`src/design/ifcnt_pkg.sv`:
```
package ifcnt_pkg;
	// ----------------------------------------
	// Register indices and byte addresses
	// ----------------------------------------
	localparam logic [7:0] IDX_MODE = 8'hf4;
	localparam logic [7:0] IDX_HIGH = 8'hf5;
	localparam logic [7:0] IDX_MID = 8'hf6;
	localparam logic [7:0] IDX_LOW = 8'hf7;
	localparam int ADDR_W = 12;
	localparam logic [11:0] ADDR_MODE = {2'h0, IDX_MODE, 2'h0};
	localparam logic [11:0] ADDR_HIGH = {2'h0, IDX_HIGH, 2'h0};
	localparam logic [11:0] ADDR_MID = {2'h0, IDX_MID, 2'h0};
	localparam logic [11:0] ADDR_LOW = {2'h0, IDX_LOW, 2'h0};

	// ----------------------------------------
	// Mode register fields, plus the overflow bit of the high register
	// ----------------------------------------
	localparam int BIT_JUDGE = 7;
	localparam int BIT_START = 6;
	localparam int BIT_CLEAR = 5;
	localparam int BIT_GATE_HI = 3;
	localparam int BIT_GATE_LO = 2;
	localparam int BIT_IN_HI = 1;
	localparam int BIT_IN_LO = 0;
	localparam int BIT_OVF = 3;
	localparam logic [1:0] GATE_8MS = 2'h0;
	localparam logic [1:0] GATE_32MS = 2'h1;
	localparam logic [1:0] GATE_128MS = 2'h2;
	localparam logic [1:0] GATE_SOFT = 2'h3;
	localparam logic [1:0] IN_FM = 2'h2;
	localparam logic [1:0] IN_AM = 2'h3;

	// ----------------------------------------
	// Reset values and widths
	// ----------------------------------------
	localparam int COUNT_W = 19;
	localparam logic [18:0] COUNT_RESET = 19'h00000;
	localparam logic [7:0] MODE_RESET = 8'h00;

	// ----------------------------------------
	// Timing
	// ----------------------------------------
	localparam int CLK_KHZ = 40000;
	localparam int TICK_US = 1000;
	localparam int TICK_CYCLES = (TICK_US * CLK_KHZ) / 1000;
	localparam logic [7:0] GATE_8_MS = 8'h08;
	localparam logic [7:0] GATE_32_MS = 8'h20;
	localparam logic [7:0] GATE_128_MS = 8'h80;

	// Gate sequencer states, one-hot
	typedef enum logic [3:0] {
		IFCNT_IDLE = 4'h1,
		IFCNT_ARMED = 4'h2,
		IFCNT_OPEN = 4'h4,
		IFCNT_SOFT = 4'h8
	} ifcnt_state_t;
endpackage

```
`src/design/ifcnt_top.sv`:
```
// Decided for this implementation: the APB register port.
`timescale 1ns/10ps
module ifcnt_top #(
	parameter int TICK_CYCLES = ifcnt_pkg::TICK_CYCLES
) (
	input wire logic pclk,
	input wire logic presetn,
	input wire logic psel,
	input wire logic penable,
	input wire logic pwrite,
	input wire logic [11:0] paddr,
	input wire logic [31:0] pwdata,
	input wire logic [3:0] pstrb,
	output logic [31:0] prdata,
	output logic pready,
	output logic pslverr,
	input wire logic fm_if_input,
	input wire logic am_if_input,
	output logic fm_select,
	output logic am_select,
	output logic gate_open
);
	// ----------------------------------------
	// Declarations
	// ----------------------------------------
	logic [7:0] mode;
	logic judge;
	logic ovf;
	logic [18:0] count;
	logic [31:0] tick_cnt;
	logic tick;
	logic [7:0] gate_ticks;
	ifcnt_pkg::ifcnt_state_t state;
	ifcnt_pkg::ifcnt_state_t next_state;
	logic fm_s1;
	logic fm_s2;
	logic fm_s3;
	logic am_s1;
	logic am_s2;
	logic am_s3;
	logic [1:0] prescale;
	logic clear_req;

	// ----------------------------------------
	// Bus decode
	// ----------------------------------------
	wire setup = psel & ~penable;
	wire access = psel & penable;
	wire hit_mode = (paddr == ifcnt_pkg::ADDR_MODE);
	wire hit_high = (paddr == ifcnt_pkg::ADDR_HIGH);
	wire hit_mid = (paddr == ifcnt_pkg::ADDR_MID);
	wire hit_low = (paddr == ifcnt_pkg::ADDR_LOW);
	wire hit_any = hit_mode | hit_high | hit_mid | hit_low;
	wire wr_mode = access & pwrite & hit_mode & pstrb[0];
	wire rd_mode = access & ~pwrite & hit_mode;
	wire [7:0] wbyte = pwdata[7:0];
	wire start_wr = wr_mode & wbyte[ifcnt_pkg::BIT_START];
	wire clear_wr = wr_mode & wbyte[ifcnt_pkg::BIT_CLEAR];

	// Fields of the mode register
	wire [1:0] gate_sel = mode[ifcnt_pkg::BIT_GATE_HI:ifcnt_pkg::BIT_GATE_LO];
	wire [1:0] in_sel = mode[ifcnt_pkg::BIT_IN_HI:ifcnt_pkg::BIT_IN_LO];
	wire start_bit = mode[ifcnt_pkg::BIT_START];
	wire soft_mode = (gate_sel == ifcnt_pkg::GATE_SOFT);
	// Stop and field writes act at their own edge, so no extra count cycle
	wire start_eff = wr_mode ? wbyte[ifcnt_pkg::BIT_START] :
		start_bit;
	wire soft_eff = wr_mode ? (wbyte[3:2] == ifcnt_pkg::GATE_SOFT) :
		soft_mode;

	// ----------------------------------------
	// Read data view
	// ----------------------------------------
	// Mode: judge on top, clear bit and reserved bit read zero
	wire [7:0] mode_view = {judge, start_bit, 2'h0, mode[3:0]};
	// High register: reserved nibble zero, overflow, top count bits
	wire [7:0] high_view = {4'h0, ovf, count[18:16]};
	wire [7:0] mid_view = count[15:8];
	wire [7:0] low_view = count[7:0];
	wire [7:0] rd_byte = hit_mode ? mode_view :
		hit_high ? high_view :
		hit_mid ? mid_view :
		hit_low ? low_view : 8'h00;

	// Zero-wait slave: data is latched in the setup cycle
	assign pready = 1'b1;

	always_ff @(posedge pclk or negedge presetn)
	begin
		if (!presetn)
		begin
			prdata <= 32'h00000000;
			pslverr <= 1'b0;
		end
		else if (setup)
		begin
			prdata <= pwrite ? 32'h00000000 : {24'h000000, rd_byte};
			pslverr <= ~hit_any;
		end
	end

	// ----------------------------------------
	// Input selection and synchronisers
	// ----------------------------------------
	// Pins are asynchronous to pclk; third stage feeds edge detect
	always_ff @(posedge pclk or negedge presetn)
	begin
		if (!presetn)
		begin
			fm_s1 <= 1'b0;
			fm_s2 <= 1'b0;
			fm_s3 <= 1'b0;
			am_s1 <= 1'b0;
			am_s2 <= 1'b0;
			am_s3 <= 1'b0;
		end
		else
		begin
			fm_s1 <= fm_if_input;
			fm_s2 <= fm_s1;
			fm_s3 <= fm_s2;
			am_s1 <= am_if_input;
			am_s2 <= am_s1;
			am_s3 <= am_s2;
		end
	end

	// Only rising edges count; level at gate close has no effect
	wire fm_rise = fm_s2 & ~fm_s3;
	wire am_rise = am_s2 & ~am_s3;
	assign fm_select = (in_sel == ifcnt_pkg::IN_FM);
	assign am_select = (in_sel == ifcnt_pkg::IN_AM);

	// FM path is divided by four; prescaler restarts on clear
	always_ff @(posedge pclk or negedge presetn)
	begin
		if (!presetn)
			prescale <= 2'h0;
		else if (clear_req)
			prescale <= 2'h0;
		else if (gate_open && fm_select && fm_rise)
			prescale <= prescale + 2'h1;
	end

	wire fm_evt = fm_select & fm_rise & (prescale == 2'h3);
	wire am_evt = am_select & am_rise;
	// A disabled input (0x) produces no events at all
	wire cnt_evt = gate_open & (fm_evt | am_evt);

	// ----------------------------------------
	// 1 kHz timebase
	// ----------------------------------------
	// Free-running so the first tick after start lands anywhere
	always_ff @(posedge pclk or negedge presetn)
	begin
		if (!presetn)
			tick_cnt <= 32'h00000000;
		else if (tick)
			tick_cnt <= 32'h00000000;
		else
			tick_cnt <= tick_cnt + 32'h00000001;
	end

	assign tick = (tick_cnt == 32'(TICK_CYCLES - 1));

	// ----------------------------------------
	// Gate sequencer
	// ----------------------------------------
	// Length of the fixed gate in ticks
	wire [7:0] gate_len = (gate_sel == ifcnt_pkg::GATE_8MS) ?
		ifcnt_pkg::GATE_8_MS :
		(gate_sel == ifcnt_pkg::GATE_32MS) ?
		ifcnt_pkg::GATE_32_MS : ifcnt_pkg::GATE_128_MS;
	wire gate_done = tick & (gate_ticks == gate_len - 8'h01);

	always_comb
	begin
		next_state = state;
		case (state)
			ifcnt_pkg::IFCNT_IDLE:
			begin
				if (start_wr)
				begin
					if (wbyte[3:2] == ifcnt_pkg::GATE_SOFT)
						next_state = ifcnt_pkg::IFCNT_SOFT;
					else
						next_state = ifcnt_pkg::IFCNT_ARMED;
				end
			end
			ifcnt_pkg::IFCNT_ARMED:
			begin
				if (!start_eff)
					next_state = ifcnt_pkg::IFCNT_IDLE;
				else if (tick)
					next_state = ifcnt_pkg::IFCNT_OPEN;
			end
			ifcnt_pkg::IFCNT_OPEN:
			begin
				if (!start_eff || gate_done)
					next_state = ifcnt_pkg::IFCNT_IDLE;
			end
			ifcnt_pkg::IFCNT_SOFT:
			begin
				if (!start_eff || !soft_eff)
					next_state = ifcnt_pkg::IFCNT_IDLE;
			end
			default:
				next_state = ifcnt_pkg::IFCNT_IDLE;
		endcase
	end

	always_ff @(posedge pclk or negedge presetn)
	begin
		if (!presetn)
			state <= ifcnt_pkg::IFCNT_IDLE;
		else
			state <= next_state;
	end

	// Ticks elapsed inside an open fixed gate
	always_ff @(posedge pclk or negedge presetn)
	begin
		if (!presetn)
			gate_ticks <= 8'h00;
		else if (state != ifcnt_pkg::IFCNT_OPEN)
			gate_ticks <= 8'h00;
		else if (tick)
			gate_ticks <= gate_ticks + 8'h01;
	end

	// Soft gate follows the start bit with no tick alignment
	assign gate_open = (state == ifcnt_pkg::IFCNT_OPEN) ||
		(state == ifcnt_pkg::IFCNT_SOFT);

	// ----------------------------------------
	// Mode register
	// ----------------------------------------
	// Start clears itself at fixed-gate expiry; soft mode keeps it
	wire fixed_end = (state == ifcnt_pkg::IFCNT_OPEN) && gate_done;

	always_ff @(posedge pclk or negedge presetn)
	begin
		if (!presetn)
			mode <= ifcnt_pkg::MODE_RESET;
		else if (wr_mode)
			mode <= {1'b0, wbyte[6], 2'h0, wbyte[3:0]};
		else if (fixed_end)
			mode[ifcnt_pkg::BIT_START] <= 1'b0;
	end

	// Clear bit is a one-cycle command, it never stores
	always_ff @(posedge pclk or negedge presetn)
	begin
		if (!presetn)
			clear_req <= 1'b0;
		else
			clear_req <= clear_wr;
	end

	// Judge: set on start, cleared at expiry or by a mode read.
	// Set wins over a read in the same cycle.
	always_ff @(posedge pclk or negedge presetn)
	begin
		if (!presetn)
			judge <= 1'b0;
		else if (start_wr)
			judge <= 1'b1;
		else if (fixed_end)
			judge <= 1'b0;
		else if (rd_mode)
			judge <= 1'b0;
	end

	// ----------------------------------------
	// Counter and overflow
	// ----------------------------------------
	// Wraps at full range; hold value otherwise until cleared
	always_ff @(posedge pclk or negedge presetn)
	begin
		if (!presetn)
			count <= ifcnt_pkg::COUNT_RESET;
		else if (clear_req)
			count <= ifcnt_pkg::COUNT_RESET;
		else if (cnt_evt)
			count <= count + 19'h00001;
	end

	wire wrap = cnt_evt & (count == 19'h7ffff);

	// Overflow sticks; a wrap in the clearing cycle still sets it
	always_ff @(posedge pclk or negedge presetn)
	begin
		if (!presetn)
			ovf <= 1'b0;
		else if (wrap)
			ovf <= 1'b1;
		else if (clear_req)
			ovf <= 1'b0;
	end

	// Writes to the count registers fall through untouched
	wire wr_data_ignored = access & pwrite &
		(hit_high | hit_mid | hit_low);
	logic unused_ok;
	assign unused_ok = wr_data_ignored & pwdata[31] & pstrb[3];
endmodule

```
`config.mk`:
```
export PLATFORM = sky130hd
export DESIGN_NAME = ifcnt_top
export DESIGN_NICKNAME = d
export VERILOG_FILES = /design/src/design/ifcnt_pkg.sv /design/src/design/ifcnt_top.sv
export SDC_FILE = /design/constraint.sdc
export NUM_CORES = 1
export LEC_CHECK = 0
export BUFFER_PORTS_ARGS = -buffer_cell sky130_fd_sc_hd__buf_2
export CORE_MARGIN = 4
export CORE_UTILIZATION = 50
export DETAILED_ROUTE_END_ITERATION = 7
export PLACE_DENSITY = 0.76
export SKIP_CTS_REPAIR_TIMING = 1
export SYNTH_ARGS = -nofsm -noshare
export SYNTH_HDL_FRONTEND = slang
export SYNTH_SLANG_ARGS = --single-unit
```
`constraint.sdc`:
```
create_clock -name pclk -period 2.1 [get_ports pclk]
set_input_delay 0.21 -clock pclk [delete_from_list [all_inputs] [get_ports pclk]]
set_output_delay 0.21 -clock pclk [all_outputs]
set_load 0.01 [all_outputs]
```
==> results.yml <==
cells_and_area:
  nNetsFinal: 596
  drive_above_1_share_pct: 21.59
  n_fill_cell: 750
  antenna_cells: 0
  multi_input_area_mm2: 0.002223
  design_area_mm2: 0.005356
  regArea_mm2: 0.002203
  syn_to_final_growth_pct: 16.33
run_status:
  violations: "negative setup slack"
  status: "finished, violations left"
clock_tree:
  cts_tree: "yes"
  cts_sinks: 88
  path_clk_slew_ns: 0.09
  cts-root-buf: "clkbuf_8"
  clock_latency_ns: 0.37
  clock_path_buffers: 2
  htreeDepth: 3
  cts_made_buffers: 9
worst_hold_path:
  hold_path_end: "mode[0]"
  hold_path.class: "input pin to flip-flop"
  hold_start: "pwdata[0]"
  holdPathStages: 3
detailed_routing:
  via_count: 3598
  route.detailed.vias_per_inst: 5.535
  totalWireLength_um: 9979
  ant_nets: 0
  drt_iter0_markers: 202
  wl_per_cell_um: 15.35
  drc: 0
  first_pass_iters: 4
placed_design:
  io_buffers: 37
  placed_cell_area_mm2: 0.005066
  gp_congestion: 0.8976
  dp_hpwl_um: 7151
yosys:
  ys_seq_area_share_pct: 47.85
  yosys.area_share.simple_pct: 26.22
  synth_cell_types: 49
  yosys_warnings: 0
  yosysTopAreaCell: "dfrtp_1"
  synth_top_area_share_pct: 47.28
  synth_top_family_by_area: "simple AND/OR/NAND/NOR gates"
  synthMuxAreaShare_pct: 3.940
  synth_compound_area_share_pct: 5.652
  syn_area_mm2: 0.004604
  synthTopCellsByArea: "dfrtp_1 (47%), xor2_1 (5.5%), buf_4 (4.1%)"
  syn_inst: 461
  synth-xor-area-share_pct: 8.560
  syn_avg_cell_area_um2: 9.988
  yosys.area_share.adder_pct: 1.087
  synth-seq-cells: 88
power:
  max-vdd-ir-drop_mv: 0.2478
  p_leak_uw: 0.002545
  cellPowerDensity_mw_per_mm2: 589.7
  fin_total_pwr_uw: 3159
setup_path:
  r2r_start: "tick_cnt[24]"
  startpoint: "tick_cnt[24]"
  crit_required_ns: 2.39
  critPathLaunchType: "flip-flop"
  crit_type: "flip-flop to flip-flop"
  cp.arrival_ns: 2.43
  worstRegToRegCells: 5
  worstPathMaxFanout: 2
  reg2reg_slack_ns: -0.04
  end_kind: "flip-flop"
  r2r-end: "gate_ticks[7]"
timing:
  slew_viol_final: 0
  worst_pin_slew_ns: 0.6218
  finClkSkew_ns: 0.01420
  slew_headroom_pct: 57.96
  fmax_mhz: 468.1
  finalCritPeriodShare_pct: 101.7
  finalWorstSetupSlack_ns: -0.03626
  finalSetupViolations: 1
  tns_ns: -0.03626
  hold_violations: 0
  rsz0062_at_grt: "true"
  layout_min_cycle_time_ns: 2.136
floorplan:
  rows: 34
  start_util_pct: 52.04
  dieArea_mm2: 0.01081
  die_w_um: 104.0
  fp.coreArea_mm2: 0.008848
  die_h_um: 104.0
  ios: 92
global_routing:
  grt_pass1_vias: 3598
  grt_max_degree: 42
  grt-ovfl-total: 0
  grt_first_pass_wirelength_um: 17120
  track_usage_pct: 19.20
  antenna_found_initial: 0
job:
  cap_violations: 0
[worst max path at each step]
stage	to	slack, ns	cells past startpoint
global placement	gate_ticks[7]	0.04	5
global route	gate_ticks[7]	-0.07	5
finish	gate_ticks[7]	-0.04	5
floorplan	gate_ticks[7]	0.004	7
CTS	gate_ticks[7]	-0.06	5
detailed placement	gate_ticks[7]	-0.05	5
[routing by layer]
layer,GRT usage (%),up-vias,part of all wire (%)
li1,-,1731,-
met1,25.96,1754,46
met2,29.94,99,48
met3,4.966,14,4.6
met4,6.933,0,1.5
met5,0,-,0
[critical path, stage by stage (launching register included)]
cell and delay [ns]:
dfrtp_1 0.41, nor4_2 0.39, nand4b_1 0.23, or4b_4 0.53
or3_1 0.37, a21oi_2 0.14
[logic make-up (layout without fill, tap and decap cells)]
family                   after synthesis  after routing
flip-flops                            88             88
XOR/XNOR                              45             45
buffers and inverters                 54            112
multiplexers                          13             13
other                                  2             25
AO/OA/AOI/OAI                         42             42
adder cells (fa/ha/maj)                4              4
AND/OR/NAND/NOR                      213            213
[per-stage QoR]
| step | instances | worst slack (ns) | hold slack [ns] | util (%) |
|---|---|---|---|---|
| floorplan | 484 | 0.004415 | -0.08559 | - |
| global placement | 631 | 0.03749 | 0.2128 | 57.25 |
| detailed placement | 631 | -0.04672 | 0.2115 | 57.25 |
| CTS | 647 | -0.06311 | -0.1932 | 59.79 |
| global route | 650 | -0.06733 | 0.07189 | 60.53 |
| finish | 650 | -0.03626 | 0.06630 | 60.53 |
[synth_stat cells, drive strengths merged]
| library cell | n |
|---|---|
| o211ai | 1 |
| or3 | 9 |
| nor4bb | 1 |
| or4b | 1 |
| clkbuf | 8 |
| a22o | 2 |
| and2 | 12 |
| nor3 | 16 |
| nor2 | 35 |
| nand2b | 2 |
| nand2 | 47 |
| or2 | 2 |
| a22oi | 2 |
| nand3b | 1 |
| mux4 | 4 |
| a211o | 2 |
| nor4b | 4 |
| nand4bb | 2 |
| dfrtp | 87 |
| ha | 4 |
| or4 | 6 |
| mux2i | 8 |
| and3 | 8 |
| buf | 28 |
| o21ai | 19 |
| nand4b | 4 |
| inv | 18 |
| nand4 | 24 |
| nand3 | 17 |
| a21oi | 10 |
| conb | 2 |
| mux2 | 1 |
| a2111oi | 1 |
| xor2 | 29 |
| xnor2 | 16 |
| nor2b | 5 |
| a31o | 4 |
| and4 | 7 |
| o2111ai | 1 |
| dfstp | 1 |
| nor4 | 10 |
[cell type report]
class | instances | share of cell area [%]
multi-input combinational | 342 | 41.51
sequential | 88 | 41.14
timing repair buffer | 78 | 9.390
tap | 108 | 2.523
clock buffer | 9 | 2.313
clock inverter | 7 | 1.869
inverter | 18 | 1.261
[cells in the final DEF, fill, tap and decap left out, types with 5 or more instances in the layout]
| cell type | n |
|---|---|
| clkbuf_8 | 9 |
| mux2i_1 | 8 |
| inv_1 | 18 |
| conb_1 | 25 |
| nand4_1 | 24 |
| o21ai_0 | 19 |
| or4_1 | 5 |
| nand3_1 | 16 |
| dfrtp_1 | 87 |
| nor2b_1 | 5 |
| and4_1 | 7 |
| or3_1 | 9 |
| buf_2 | 36 |
| xor2_1 | 29 |
| xnor2_1 | 16 |
| a21oi_1 | 9 |
| nand2_1 | 47 |
| nor3_1 | 14 |
| and3_1 | 8 |
| and2_1 | 12 |
| nor4_1 | 6 |
| buf_4 | 39 |
| nor2_1 | 35 |
[flip-flops by register name (all words and copies together) (netlist names), 2 cells and up]
name and count:
count 19, prescale 2, mode 5, tick_cnt 32
gate_ticks 8, prdata 8, state 4
[power breakdown]
| group | internal (uW) | switching, uW | total (uW) |
|---|---|---|---|
| clock | 685 | 642 | 1330 |
| sequential | 1700 | 3.37 | 1700 |
| combinational | 39.4 | 87.9 | 127 |
| total | 2430 | 733 | 3160 |
No activity file was read; power rests on OpenSTA's default activity.
